<file path="src/pkg/pafc_pkg.sv">
// constants and types for the pack analog-output and switch control register bank
package pafc_pkg;

    // ----------------------------------------------------------------
    // register offsets
    // ----------------------------------------------------------------
    localparam logic [7:0] PAFC_ADDR_BALANCE  = 8'h02;
    localparam logic [7:0] PAFC_ADDR_ANALOG   = 8'h03;
    localparam logic [7:0] PAFC_ADDR_FET      = 8'h04;
    localparam logic [7:0] PAFC_ADDR_DSCHG    = 8'h05;
    localparam logic [7:0] PAFC_ADDR_CHG      = 8'h06;

    // ----------------------------------------------------------------
    // field positions
    // ----------------------------------------------------------------
    localparam int PAFC_BIT_USER_FLAG_HIGH    = 7;
    localparam int PAFC_BIT_USER_FLAG_LOW     = 6;
    localparam int PAFC_BIT_FORCE_SLEEP       = 7;
    localparam int PAFC_BIT_LOAD_MON          = 6;
    localparam int PAFC_BIT_CHARGE_SW         = 1;
    localparam int PAFC_BIT_DISCHARGE_SW      = 0;
    localparam int PAFC_BIT_DSCHG_OC_AUTO_DIS = 7;
    localparam int PAFC_BIT_SHORT_AUTO_DIS    = 4;
    localparam int PAFC_BIT_CHG_OC_AUTO_DIS   = 7;

    // writable bit masks, reserved bits read zero
    localparam logic [7:0] PAFC_MASK_BALANCE  = 8'hfe;
    localparam logic [7:0] PAFC_MASK_ANALOG   = 8'hcf;
    localparam logic [7:0] PAFC_MASK_FET      = 8'hc3;
    localparam logic [7:0] PAFC_MASK_DSCHG    = 8'hff;
    localparam logic [7:0] PAFC_MASK_CHG      = 8'h80;

    // ----------------------------------------------------------------
    // values after reset
    // ----------------------------------------------------------------
    localparam logic [7:0] PAFC_RST_BALANCE   = 8'h00;
    localparam logic [7:0] PAFC_RST_ANALOG    = 8'h00;
    localparam logic [7:0] PAFC_RST_FET       = 8'h00;
    localparam logic [7:0] PAFC_RST_DSCHG     = 8'h00;
    localparam logic [7:0] PAFC_RST_CHG       = 8'h00;

    // ----------------------------------------------------------------
    // monitor select codes
    // ----------------------------------------------------------------
    typedef enum logic [3:0] {
        PAFC_MON_NONE     = 4'h0,
        PAFC_MON_CELL1    = 4'h1,
        PAFC_MON_CELL7    = 4'h7,
        PAFC_MON_EXT_TEMP = 4'h8,
        PAFC_MON_INT_TEMP = 4'h9
    } pafc_mon_e;

    // register access request from the serial interface engine
    typedef struct packed {
        logic       wr;
        logic       rd;
        logic [7:0] addr;
        logic [7:0] wdata;
    } pafc_req_s;

    // protection events, one-cycle pulses
    typedef struct packed {
        logic charge_oc;
        logic discharge_oc;
        logic discharge_short;
    } pafc_fault_s;

endpackage
</file>
<file path="src/logic/pafc_regs.sv">
// control register bank for analog-output routing, sleep and switch enables
`timescale 1ns/100ps
`default_nettype none

module pafc_regs
    import pafc_pkg::*;
(
    input  wire logic        core_clk_in,      // 50 MHz clock
    input  wire logic        reset_in,         // synchronous, active high
    input  wire pafc_req_s   req_in,           // register access request
    input  wire pafc_fault_s fault_in,         // protection event pulses
    input  wire logic        wake_in,          // wake event pulse
    output logic [7:0]       rdata_out,        // read data
    output logic             rvalid_out,       // read data valid pulse
    output logic             charge_sw_out,    // charge switch drive
    output logic             discharge_sw_out, // discharge switch drive
    output logic [7:1]       balance_out,      // cell balance drives
    output logic             regulator_on_out, // regulator output enable
    output logic             load_monitor_out, // load voltage monitor enable
    output logic [3:0]       monitor_sel_out,  // routed monitor code
    output logic             sleep_out         // device asleep
);

    // ----------------------------------------------------------------
    // register state
    // ----------------------------------------------------------------
    logic [7:0] balance_q, balance_d;
    logic [7:0] analog_q,  analog_d;
    logic [7:0] fet_q,     fet_d;
    logic [7:0] dschg_q,   dschg_d;
    logic [7:0] chg_q,     chg_d;

    function automatic logic hit(input pafc_req_s r, input logic [7:0] a);
        hit = r.wr && (r.addr == a);
    endfunction

    function automatic logic [7:0] merge(input logic [7:0] wd, input logic [7:0] mask);
        merge = wd & mask;
    endfunction

    always_comb
    begin
        balance_d = balance_q;
        analog_d  = analog_q;
        fet_d     = fet_q;
        dschg_d   = dschg_q;
        chg_d     = chg_q;

        // software writes
        if (hit(req_in, PAFC_ADDR_BALANCE))
        begin
            balance_d = merge(req_in.wdata, PAFC_MASK_BALANCE);
        end
        if (hit(req_in, PAFC_ADDR_ANALOG))
        begin
            analog_d = merge(req_in.wdata, PAFC_MASK_ANALOG);
        end
        if (hit(req_in, PAFC_ADDR_FET))
        begin
            fet_d = merge(req_in.wdata, PAFC_MASK_FET);
        end
        if (hit(req_in, PAFC_ADDR_DSCHG))
        begin
            dschg_d = merge(req_in.wdata, PAFC_MASK_DSCHG);
        end
        if (hit(req_in, PAFC_ADDR_CHG))
        begin
            chg_d = merge(req_in.wdata, PAFC_MASK_CHG);
        end

        // wake clears force-sleep unless software sets it in the same cycle
        if (wake_in && !(hit(req_in, PAFC_ADDR_FET) && req_in.wdata[PAFC_BIT_FORCE_SLEEP]))
        begin
            fet_d[PAFC_BIT_FORCE_SLEEP] = 1'b0;
        end

        // hardware protection overrides a simultaneous software set
        if (fault_in.charge_oc && !chg_q[PAFC_BIT_CHG_OC_AUTO_DIS])
        begin
            fet_d[PAFC_BIT_CHARGE_SW] = 1'b0;
        end
        if ((fault_in.discharge_oc && !dschg_q[PAFC_BIT_DSCHG_OC_AUTO_DIS]) ||
            (fault_in.discharge_short && !dschg_q[PAFC_BIT_SHORT_AUTO_DIS]))
        begin
            fet_d[PAFC_BIT_DISCHARGE_SW] = 1'b0;
        end

        // forced sleep clears switch and balance enables, keeps select and flags
        if (fet_d[PAFC_BIT_FORCE_SLEEP])
        begin
            fet_d[PAFC_BIT_CHARGE_SW]    = 1'b0;
            fet_d[PAFC_BIT_DISCHARGE_SW] = 1'b0;
            balance_d                    = 8'h00;
        end
    end

    // sleep leaves every register except the cleared enables untouched
    always_ff @(posedge core_clk_in)
    begin
        if (reset_in)
        begin
            balance_q <= PAFC_RST_BALANCE;
            analog_q  <= PAFC_RST_ANALOG;
            fet_q     <= PAFC_RST_FET;
            dschg_q   <= PAFC_RST_DSCHG;
            chg_q     <= PAFC_RST_CHG;
        end
        else
        begin
            balance_q <= balance_d;
            analog_q  <= analog_d;
            fet_q     <= fet_d;
            dschg_q   <= dschg_d;
            chg_q     <= chg_d;
        end
    end

    // ----------------------------------------------------------------
    // read path
    // ----------------------------------------------------------------
    logic [7:0] rdata_q, rdata_d;
    logic       rvalid_q, rvalid_d;

    always_comb
    begin
        rvalid_d = req_in.rd;
        rdata_d  = 8'h00;
        if (req_in.rd)
        begin
            case (req_in.addr)
                PAFC_ADDR_BALANCE: rdata_d = balance_q & PAFC_MASK_BALANCE;
                PAFC_ADDR_ANALOG:  rdata_d = analog_q & PAFC_MASK_ANALOG;
                PAFC_ADDR_FET:     rdata_d = fet_q & PAFC_MASK_FET;
                PAFC_ADDR_DSCHG:   rdata_d = dschg_q & PAFC_MASK_DSCHG;
                PAFC_ADDR_CHG:     rdata_d = chg_q & PAFC_MASK_CHG;
                default:           rdata_d = 8'h00;
            endcase
        end
    end

    always_ff @(posedge core_clk_in)
    begin
        if (reset_in)
        begin
            rdata_q  <= 8'h00;
            rvalid_q <= 1'b0;
        end
        else
        begin
            rdata_q  <= rdata_d;
            rvalid_q <= rvalid_d;
        end
    end

    // ----------------------------------------------------------------
    // output drives
    // ----------------------------------------------------------------
    logic       chg_sw_q, chg_sw_d;
    logic       dis_sw_q, dis_sw_d;
    logic [7:1] bal_q,    bal_d;
    logic       reg_on_q, reg_on_d;
    logic       ldmon_q,  ldmon_d;
    logic [3:0] mon_q,    mon_d;
    logic       sleep_q,  sleep_d;

    always_comb
    begin
        sleep_d  = fet_d[PAFC_BIT_FORCE_SLEEP];
        reg_on_d = !sleep_d;
        chg_sw_d = fet_d[PAFC_BIT_CHARGE_SW] && !sleep_d;
        dis_sw_d = fet_d[PAFC_BIT_DISCHARGE_SW] && !sleep_d;
        bal_d    = sleep_d ? 7'h00 : balance_d[7:1];
        ldmon_d  = fet_d[PAFC_BIT_LOAD_MON];
        case (analog_d[3:0])
            PAFC_MON_NONE:     mon_d = PAFC_MON_NONE;
            PAFC_MON_EXT_TEMP: mon_d = PAFC_MON_EXT_TEMP;
            PAFC_MON_INT_TEMP: mon_d = PAFC_MON_INT_TEMP;
            default:
            begin
                if (analog_d[3:0] <= PAFC_MON_CELL7)
                begin
                    mon_d = analog_d[3:0];
                end
                else
                begin
                    mon_d = PAFC_MON_NONE;
                end
            end
        endcase
    end

    always_ff @(posedge core_clk_in)
    begin
        if (reset_in)
        begin
            chg_sw_q <= 1'b0;
            dis_sw_q <= 1'b0;
            bal_q    <= 7'h00;
            reg_on_q <= 1'b1;
            ldmon_q  <= 1'b0;
            mon_q    <= PAFC_MON_NONE;
            sleep_q  <= 1'b0;
        end
        else
        begin
            chg_sw_q <= chg_sw_d;
            dis_sw_q <= dis_sw_d;
            bal_q    <= bal_d;
            reg_on_q <= reg_on_d;
            ldmon_q  <= ldmon_d;
            mon_q    <= mon_d;
            sleep_q  <= sleep_d;
        end
    end

    assign rdata_out        = rdata_q;
    assign rvalid_out       = rvalid_q;
    assign charge_sw_out    = chg_sw_q;
    assign discharge_sw_out = dis_sw_q;
    assign balance_out      = bal_q;
    assign regulator_on_out = reg_on_q;
    assign load_monitor_out = ldmon_q;
    assign monitor_sel_out  = mon_q;
    assign sleep_out        = sleep_q;

endmodule // pafc_regs

`default_nettype wire

</file>
<file path="config.mk">
export PLATFORM = sky130hd
export DESIGN_NAME = pafc_regs
export DESIGN_NICKNAME = d
export VERILOG_FILES = /design/src/pkg/pafc_pkg.sv /design/src/logic/pafc_regs.sv
export SDC_FILE = /design/constraint.sdc
export NUM_CORES = 1
export LEC_CHECK = 0
export ABC_AREA = 1
export BUFFER_PORTS_ARGS = -buffer_cell sky130_fd_sc_hd__buf_2
export CAP_MARGIN = 20
export CORE_AREA = 2 2 119 75
export CTS_CLUSTER_DIAMETER = 200
export DETAILED_ROUTE_END_ITERATION = 10
export DIE_AREA = 0 0 121 77
export PLACE_DENSITY = 0.4
export SYNTH_ARGS = -nofsm -noshare
export SYNTH_HDL_FRONTEND = slang
export SYNTH_SLANG_ARGS = --single-unit
</file>
<file path="constraint.sdc">
create_clock -name core_clk_in -period 1.5 [get_ports core_clk_in]
set_input_delay 0 -clock core_clk_in [delete_from_list [all_inputs] [get_ports core_clk_in]]
set_output_delay 0 -clock core_clk_in [all_outputs]
set_load 0.02 [all_outputs]
</file>
==> metrics, run 1 <==
clock root cell clkbuf_16; sw power 0.000574 W; CTS sink count 47; largest net degree at the start of global routing 18; Pint 0.00196 W; P_leak 1.22 nW; Clk Latency, worst-skew pair 0.29 ns; die area 0.00932 mm²; sequential cell area fraction in the yosys report 46.9%; Comb power frac 6.4%; slew margin rel. 75.9%; gr usage total 13.0%; Clock power frac 44.0%; number of max-cap violations 0; GRT overflow 0; Final #Nets 350; WL/cell 12.5 µm; Syn Nets 293; Final Max Tran Viols 0; synth warn 0; antenna-violating nets left 0; Critical Path End Type flop; CTS H-tree lvls 2; setup TNS 0 ns; total number of vias 1,749; core area 0.00823 mm²; peak supply drop 380 µV; Clock transition at path regs 0.06 ns; Crit Path Category reg -> reg; routability congestion estimate 0.799; Pwr Total 0.00254 W; Via density 3.99; Final Critical Period 1.17 ns; Synth Register Bits 47; CP Launch Type flop; status finished clean; Avg Cell Area, Syn 7.46 µm²; PD cells 990 mW/mm²; drt first pass iters 5; dpl hpwl 4330 µm; # rows 26; final core occ 31.1%; Inserted Clock Buffers 5; Sw Share 22.6%; Post-CTS Resized 0; Chip Width 121 µm; 1st-iter DRT viols 53; RSZ-0062 raised after global routing false; Crit Path Max Fanout 17; Die Ht 77 µm; Clock Skews 0.00367 ns; DRC viols 0; fraction of layout cells with a size suffix above 1 30.1%; period utilization 77.8%; global-route wire length before repair 8980 µm; Final Hold Vio Count 0; final setup violation count 0; Hold Crit Class in -> reg; antenna violations before repair 0; Sequential Power Share 49.6%; vias in the first global route 1,690; Synth Instances 269; fmax 857 MHz; final WL 5480 µm; synthesized area 0.00201 mm²; Data arrival, critical path 1.33 ns; Area Growth Syn to Fin 27.8%; Clock Tree Buf Depth 2; post-synth cell types 25; n_diodes 0; IO Pins 49; Worst EP required 1.66 ns; flop2flop setup slack 0.33 ns; worst slew pin tran 0.361 ns; Initial Util 24.4%; PortBufs 48; TritonCTS clock tree done
-- metal layers --
layer	up-vias	global-route usage, %	share of wire [%]
met5	-	0	0
met4	0	4.88	1.7
met3	7	4.02	5.0
met2	37	16.1	34
met1	764	20.1	59
li1	941	-	-
-- worst max-delay path: stages (launching register included) --
cell and delay (ns):
dfxtp_1 0.40, inv_1 0.05, nor2_1 0.16, nand2_2 0.09
nand3_4 0.22, nand2_1 0.11
-- stage by stage --
step                instance area (µm²)  hold WS (ns)  worst slack, ns  instances
floorplan                          2010         0.128            0.426        269
global placement                   2370         0.247            0.236        426
detailed placement                 2370         0.248            0.189        426
CTS                                2560        0.0273            0.309        438
global route                       2560        0.0443            0.233        438
finish                             2560        0.0336            0.333        438
-- logic make-up (layout without fill, tap and decap cells) --
group                  after synthesis  count (layout)  share of synthesized area, %
and+or+nand+nor                    142             142                          33.7
DFF                                 47              47                          46.9
buffers and inverters               49             106                          10.3
AOI/OAI and AO/OA                   31              31                          9.05
-- layout by cell type (no fill, tap or decap), types with 7 or more instances in the layout --
cell type,instances
nand3_1,16
o21ai_2,7
nand2_1,52
nor2_2,15
o21ai_0,8
nor2_1,41
a21oi_1,13
dfxtp_1,47
inv_1,36
buf_2,48
-- area by class of cell --
cell class / count / area (µm²)
clock buffer: 6 / 139
inverter: 43 / 166
sequential: 47 / 941
multi-input combinational: 173 / 858
fill: 917 / 5670
clock inverter: 1 / 5.00
tap: 112 / 140
timing repair buffer: 56 / 313
-- worst paths after layout --
check,from,end,cells past startpoint
worst min-delay path,req_in[7],analog_q[7]$_SDFFE_PP0N_,3
worst max register to register,fet_q[7]$_SDFF_PP0_,regulator_on_out$_SDFF_PP1_,5
worst min register to register,dschg_q[0]$_SDFFE_PP0P_,dschg_q[0]$_SDFFE_PP0P_,2
worst max-delay path,fet_q[7]$_SDFF_PP0_,regulator_on_out$_SDFF_PP1_,5
-- synth_stat cells --
master | count | area, µm²
nand2_1 | 52 | 195
nor2_1 | 41 | 154
a21oi_1 | 13 | 65.1
clkbuf_1 | 2 | 7.51
nor2_2 | 15 | 93.8
inv_4 | 2 | 12.5
o21ai_2 | 7 | 61.3
dfxtp_1 | 47 | 941
nand3b_1 | 1 | 7.51
nand2_2 | 5 | 31.3
buf_6 | 2 | 22.5
inv_2 | 5 | 18.8
nand4_1 | 2 | 12.5
nor3_1 | 3 | 15.0
inv_1 | 36 | 135
nand3_4 | 1 | 17.5
nand3_1 | 16 | 80.1
buf_2 | 2 | 10.0
nor3_2 | 1 | 10.0
o21ai_0 | 8 | 40.0
nor3b_1 | 1 | 7.51
nor2_8 | 1 | 20.0
nand2_4 | 2 | 22.5
o21ai_1 | 3 | 15.0
nand3_2 | 1 | 10.0
-- state kept, by name, summed over array words and instances, names as in the netlist --
signal	cells
analog_q	6
balance_out	7
balance_q	7
charge_sw_out	1
chg_q	1
discharge_sw_out	1
dschg_q	8
fet_q	2
monitor_sel_out	4
rdata_out	8
regulator_on_out	1
rvalid_out	1
-- what timing repair did --
item | CTS | global route
hold endpoints to repair | 5 | 0
setup buffers | 0 | 0
hold buffers | 5 | 0
-- power groups by stage --
stage                     clock network, W  logic (W)  registers (W)
after global routing               0.00120   0.000181        0.00126
after CTS                          0.00116   0.000165        0.00126
after global placement                   0   0.000155        0.00129
after floorplan                          0  0.0000752        0.00129
final                              0.00112   0.000162        0.00126
after detailed placement                 0   0.000154        0.00129
(Power assumes the default switching activity.)
==> run 2: changes to the inputs <==
- PLACE_DENSITY: 0.4 -> 0.41
- clock period: 1.5 -> 1 ns (I/O delays scaled with it)
==> run 2 against run 1 <==
Net effect: the flow now finishes with violations (hold timing); first-iteration DRC count rose by 100%; power rose by 72%; routed wire length rose by 6.8%; utilization rose by 4.2 points; critical path depth rose by 1; combinational power rose by 99%; sequential power rose by 50%; clock skew rose by 0.0049 ns; die area did not move; via count rose by 6.1%; sequential share of layout area fell by 4.3 points.
==> metrics, run 2 (synthesized netlist as in run 1, its figures left out) <==
status finished with violations (was finished clean); failing checks hold timing; antenna violations before repair 0 (unchanged); vias in the first global route 1,768 (was 1,690); peak supply drop 648 µV (was 380 µV); Crit Path Max Fanout 5 (was 17); RSZ-0062 raised after global routing true (was false); PortBufs 48 (unchanged); Clock transition at path regs 0.07 ns (was 0.06 ns); Hold Crit Class in -> reg (unchanged); Final Critical Period 0.988 ns (was 1.17 ns); hold_sp reset_in (was req_in[7]); CTS sink count 47 (unchanged); Final Max Tran Viols 0 (unchanged); Area after DPL 0.00257 mm² (was 0.00237 mm²); dpl hpwl 4600 µm (was 4330 µm); # rows 26 (unchanged); Die Ht 77 µm (unchanged); Area Growth Syn to Fin 44.8% (was 27.8%); WL/cell 12.7 µm (was 12.5 µm); flop2flop setup slack 0.01 ns (was 0.33 ns); setup slack after layout 0.0117 ns (was 0.333 ns); period utilization 98.8% (was 77.8%); Final Hold Vio Count 1 (was 0); GRT overflow 0 (unchanged); core area 0.00823 mm² (unchanged); final setup violation count 0 (unchanged); drt first pass iters 4 (was 5); commonest non-fill, non-tap cell in the layout nand2_1 (unchanged); Initial Util 24.4% (unchanged); Via density 4.02 (was 3.99); n_diodes 0 (unchanged); Data arrival, critical path 1.17 ns (was 1.33 ns); Chip Width 121 µm (unchanged); Final #Nets 373 (was 350); Crit Path Category reg -> reg (unchanged); CTS H-tree lvls 2 (unchanged); Worst EP required 1.18 ns (was 1.66 ns); DRC viols 0 (unchanged); number of max-cap violations 0 (unchanged); largest net degree at the start of global routing 15 (was 18); Hold-fix buffers, CTS 3 (was 5); Clock Tree Buf Depth 2 (unchanged); antenna-violating nets left 0 (unchanged); P_leak 1.38 nW (was 1.22 nW); tightest hold margin -0.0205 ns (was 0.0336 ns); R2R cell count 6 (was 5); commonest non-fill, non-tap cells in the layout nand2_1, buf_2, dfxtp_1, nor2_1, inv_1 (unchanged); IO Pins 49 (unchanged); CP Launch Type flop (unchanged); RR Endpoint balance_q[5]$_SDFF_PP0_ (was regulator_on_out$_SDFF_PP1_); clock root cell clkbuf_16 (unchanged); final core occ 35.3% (was 31.1%); fraction of layout cells with a size suffix above 1 37.7% (was 30.1%); slew margin rel. 82.0% (was 75.9%); Critical Path End Type flop (unchanged); Clock Skews 0.00854 ns (was 0.00367 ns); total number of vias 1,855 (was 1,749); hold endpoint rvalid_out$_SDFF_PP0_ (was analog_q[7]$_SDFFE_PP0N_); Inserted Clock Buffers 5 (unchanged); fmax 1010 MHz (was 857 MHz); global-route wire length before repair 9340 µm (was 8980 µm); final WL 5850 µm (was 5480 µm); TritonCTS clock tree done (unchanged); routability congestion estimate 0.885 (was 0.799); Post-Layout Inst Area 0.00290 mm² (was 0.00256 mm²); PD cells 1500 mW/mm² (was 990 mW/mm²); die area 0.00932 mm² (unchanged); Clk Latency, worst-skew pair 0.29 ns (about the same); 1st-iter DRT viols 108 (was 53); Hold Path Depth 2 (was 3); post-place setup slack -0.219 ns (was 0.189 ns); Critical R2R Launch fet_q[7]$_SDFF_PP0_ (unchanged); gr usage total 13.3% (was 13.0%); worst slew pin tran 0.269 ns (was 0.361 ns)
run 2: worst max-delay path by stage:
stage	to	from	slack (ns)	cells past startpoint
final	balance_q[5]$_SDFF_PP0_	fet_q[7]$_SDFF_PP0_	0.01	6
after global routing	balance_out[3]$_SDFF_PP0_	fet_q[7]$_SDFF_PP0_	-0.04	6
after CTS	balance_q[2]$_SDFF_PP0_	fet_q[7]$_SDFF_PP0_	0.02	6
after detailed placement	monitor_sel_out[1]$_SDFF_PP0_	req_in[15]	-0.22	10
after global placement	balance_out[5]$_SDFF_PP0_	req_in[11]	-0.22	8
after floorplan	balance_out[7]$_SDFF_PP0_	fet_q[7]$_SDFF_PP0_	0.00003	6
run 2: power breakdown:
| group | switching [W] | leakage, nW | internal (W) |
|---|---|---|---|
| clock network | 0.000721 | 0.0911 | 0.00143 |
| registers | 0.00000377 | 0.380 | 0.00188 |
| logic | 0.000185 | 0.906 | 0.000137 |
| total | 0.000910 | 1.38 | 0.00345 |
run 2: timing repair:
item                       4_1_cts  5_1_grt
buffers inserted                 1        0
hold endpoints to repair         3        1
gates cloned                     0        2
setup endpoints to repair       11       24
pin swaps                        0        2
resized for setup                1       17
run 2: layer usage:
layer	track usage, %	wire length [µm]	vias up
li1	-	-	991
met1	21.0	3230	810
met2	16.6	2100	50
met3	4.39	471	4
met4	3.60	42	0
met5	0	0	-
run 2: worst max-delay path: stages (launching register included):
cell	delay, ns
dfxtp_2	0.33
inv_2	0.04
nor2_4	0.12
nand2_4	0.07
nand3_4	0.12
clkbuf_16	0.17
nor2_2	0.03
run 2: area by class of cell:
type | count | area [µm²]
fillers | 892 | 5330
flip-flops and latches | 47 | 942
multi-input cells | 174 | 938
repair buffers | 78 | 528
inverters | 43 | 166
well taps | 112 | 140
clock buffers | 6 | 129
clock inverters | 2 | 60.1
run 2: stage by stage:
stage               instances  power, W  hold slack, ns  setup TNS [ns]
floorplan                 269   0.00205           0.128               0
global placement          448   0.00221           0.255           -6.29
detailed placement        448   0.00221           0.253           -6.30
CTS                       460   0.00438         -0.0233               0
global route              462   0.00453         -0.0165          -0.346
finish                    462   0.00436         -0.0205               0
==> run 3: changes to the inputs <==
- PLACE_DENSITY: 0.41 -> 0.45
==> run 3 against run 2 <==
Net effect: first-iteration DRC count decreased by 5.6%; largest cell class is now multi-input gates; combinational power grew 5%; cell count rose by 1.1%; the run now ends clean; utilization is 0.38 points higher; global-route usage shrank 0.12 points; die area stayed put; via count up 3.0%; worst hold slack better by 0.031 ns; highest routed layer unchanged.
==> metrics, run 3 (synthesized netlist as in run 1, its figures left out) <==
CP Launch Type flop (unchanged); TritonCTS clock tree done (unchanged); fmax 1020 MHz (was 1010 MHz); IO Pins 49 (unchanged); Crit-path slowest cell dfxtp_2 (unchanged); antenna violations before repair 0 (unchanged); # rows 26 (unchanged); Comb power frac 8.3% (was 7.4%); 1st-iter DRT viols 102 (was 108); drt first pass iters 5 (was 4); Post-Place Cells 454 (was 448); setup slack after layout 0.0174 ns (was 0.0117 ns); routability congestion estimate 0.869 (was 0.885); crit path cell chain inv_2 > nor2_4 > nand2_2 > nand3_4 > clkbuf_16 > nor2_2 (was inv_2 > nor2_4 > nand2_4 > nand3_4 > clkbuf_16 > nor2_2); Clock transition at path regs 0.06 ns (was 0.07 ns); Chip Width 121 µm (unchanged); Sequential Power Share 46.1% (was 43.2%); commonest non-fill, non-tap cells in the layout nand2_1, buf_2, dfxtp_1, nor2_1, inv_1 (unchanged); number of max-cap violations 0 (unchanged); Area Growth Syn to Fin 46.4% (was 44.8%); grt met3 use 3.72% (was 4.39%); Crit Path Max Fanout 6 (was 5); Final Hold Vio Count 0 (was 1); R2R cell count 6 (unchanged); CTS H-tree lvls 2 (unchanged); # fillers 885 (was 892); PD cells 1390 mW/mm² (was 1500 mW/mm²); fraction of layout cells with a size suffix above 1 38.0% (was 37.7%); Final Non-Filler Cells 467 (was 462); final WL 5810 µm (was 5850 µm); GRT overflow 0 (unchanged); RSZ-0062 raised after global routing true (unchanged); CTS sink count 47 (unchanged); DRC viols 0 (unchanged); worst slew pin tran 0.305 ns (was 0.269 ns); Sw Share 22.0% (was 20.9%); status finished clean (was finished with violations); clock root cell clkbuf_16 (unchanged); Worst EP required 1.18 ns (about the same); sw power 0.000898 W (was 0.000910 W); Pint 0.00319 W (was 0.00345 W); Critical Path End Type flop (unchanged); gr usage total 13.2% (was 13.3%); Crit Path Category reg -> reg (unchanged); core area 0.00823 mm² (unchanged); die area 0.00932 mm² (unchanged); period utilization 98.3% (was 98.8%); Final #Nets 379 (was 373); Final Max Tran Viols 0 (unchanged); global-route wire length before repair 9200 µm (was 9340 µm); peak supply drop 624 µV (was 648 µV); n_diodes 0 (unchanged); Hold Crit Class in -> reg (unchanged); GR Util met2 16.5% (was 16.6%); Final Critical Period 0.983 ns (was 0.988 ns); antenna-violating nets left 0 (unchanged); Clock Tree Buf Depth 2 (unchanged); total number of vias 1,910 (was 1,855); largest net degree at the start of global routing 14 (was 15); Via density 4.09 (was 4.02); Die Ht 77 µm (unchanged); dpl hpwl 4540 µm (was 4600 µm); Hold Path Depth 3 (was 2); Clock Skews 0.00543 ns (was 0.00854 ns); WL/cell 12.4 µm (was 12.7 µm); vias in the first global route 1,770 (was 1,768); post-place setup slack -0.238 ns (was -0.219 ns); commonest non-fill, non-tap cell in the layout nand2_1 (unchanged); Pwr Total 0.00409 W (was 0.00436 W); GRT busiest layer met1 (unchanged); met1 Use GR 21.2% (was 21.0%); Clk Latency, worst-skew pair 0.29 ns (about the same); Clock power frac 45.6% (was 49.4%); slew margin rel. 79.5% (was 82.0%); setup TNS 0 ns (unchanged); PortBufs 48 (unchanged); Largest stage delay, worst path 0.33 ns (about the same); final setup violation count 0 (unchanged); Initial Util 24.4% (unchanged); Inserted Clock Buffers 5 (unchanged); P_leak 1.40 nW (was 1.38 nW); Data arrival, critical path 1.16 ns (was 1.17 ns)
run 3: cell type report:
type | instances | area [µm²] | area share, %
repair buffers | 85 | 581 | 19.8
clock inverters | 1 | 30.0 | 1.02
clock buffers | 6 | 129 | 4.39
inverters | 43 | 169 | 5.75
flip-flops and latches | 47 | 942 | 32.1
well taps | 112 | 140 | 4.77
multi-input cells | 173 | 945 | 32.2
run 3: final timing paths:
check	to	slack, ns	startpoint
max	balance_q[4]$_SDFF_PP0_	0.02	fet_q[7]$_SDFF_PP0_
min	dschg_q[0]$_SDFFE_PP0P_	0.01	req_in[0]
max reg2reg	balance_q[4]$_SDFF_PP0_	0.02	fet_q[7]$_SDFF_PP0_
min reg2reg	dschg_q[2]$_SDFFE_PP0P_	0.45	dschg_q[2]$_SDFFE_PP0P_
run 3: through the flow:
step	cell area, µm²	util [%]	hold slack [ns]
5_1_grt	2940	35.7	0.0164
4_1_cts	2810	34.1	0.00412
2_1_floorplan	2010	-	0.128
3_5_place_dp	2620	31.8	0.271
6_report	2940	35.7	0.0110
3_3_place_gp	2620	31.8	0.260
run 3: power by group through the flow:
| stage | Sequential [W] | Combinational (W) | Clock, W |
|---|---|---|---|
| finish | 0.00189 | 0.000338 | 0.00187 |
| global route | 0.00189 | 0.000366 | 0.00198 |
| CTS | 0.00188 | 0.000297 | 0.00190 |
| detailed placement | 0.00193 | 0.000285 | 0 |
| global placement | 0.00193 | 0.000285 | 0 |
| floorplan | 0.00194 | 0.000113 | 0 |
run 3: per-layer routing:
layer	wire length, µm	part of all wire [%]
met1	3190	55
met5	0	0
met2	2110	36
met4	61	1.1
met3	448	7.7
run 3: worst max-delay path: cells and delay by family (launching register included):
kind	cells	cell delay, ns
and+or+nand+nor	4	0.31
DFF	1	0.33
buffers and inverters	2	0.23
run 3: what timing repair did:
action	in CTS	in global routing
cloned	0	1
setup endpoints to repair	12	26
setup buffers	0	2
pin swaps	0	1
hold endpoints to repair	3	0
hold buffers	3	0
gates resized for setup	1	19
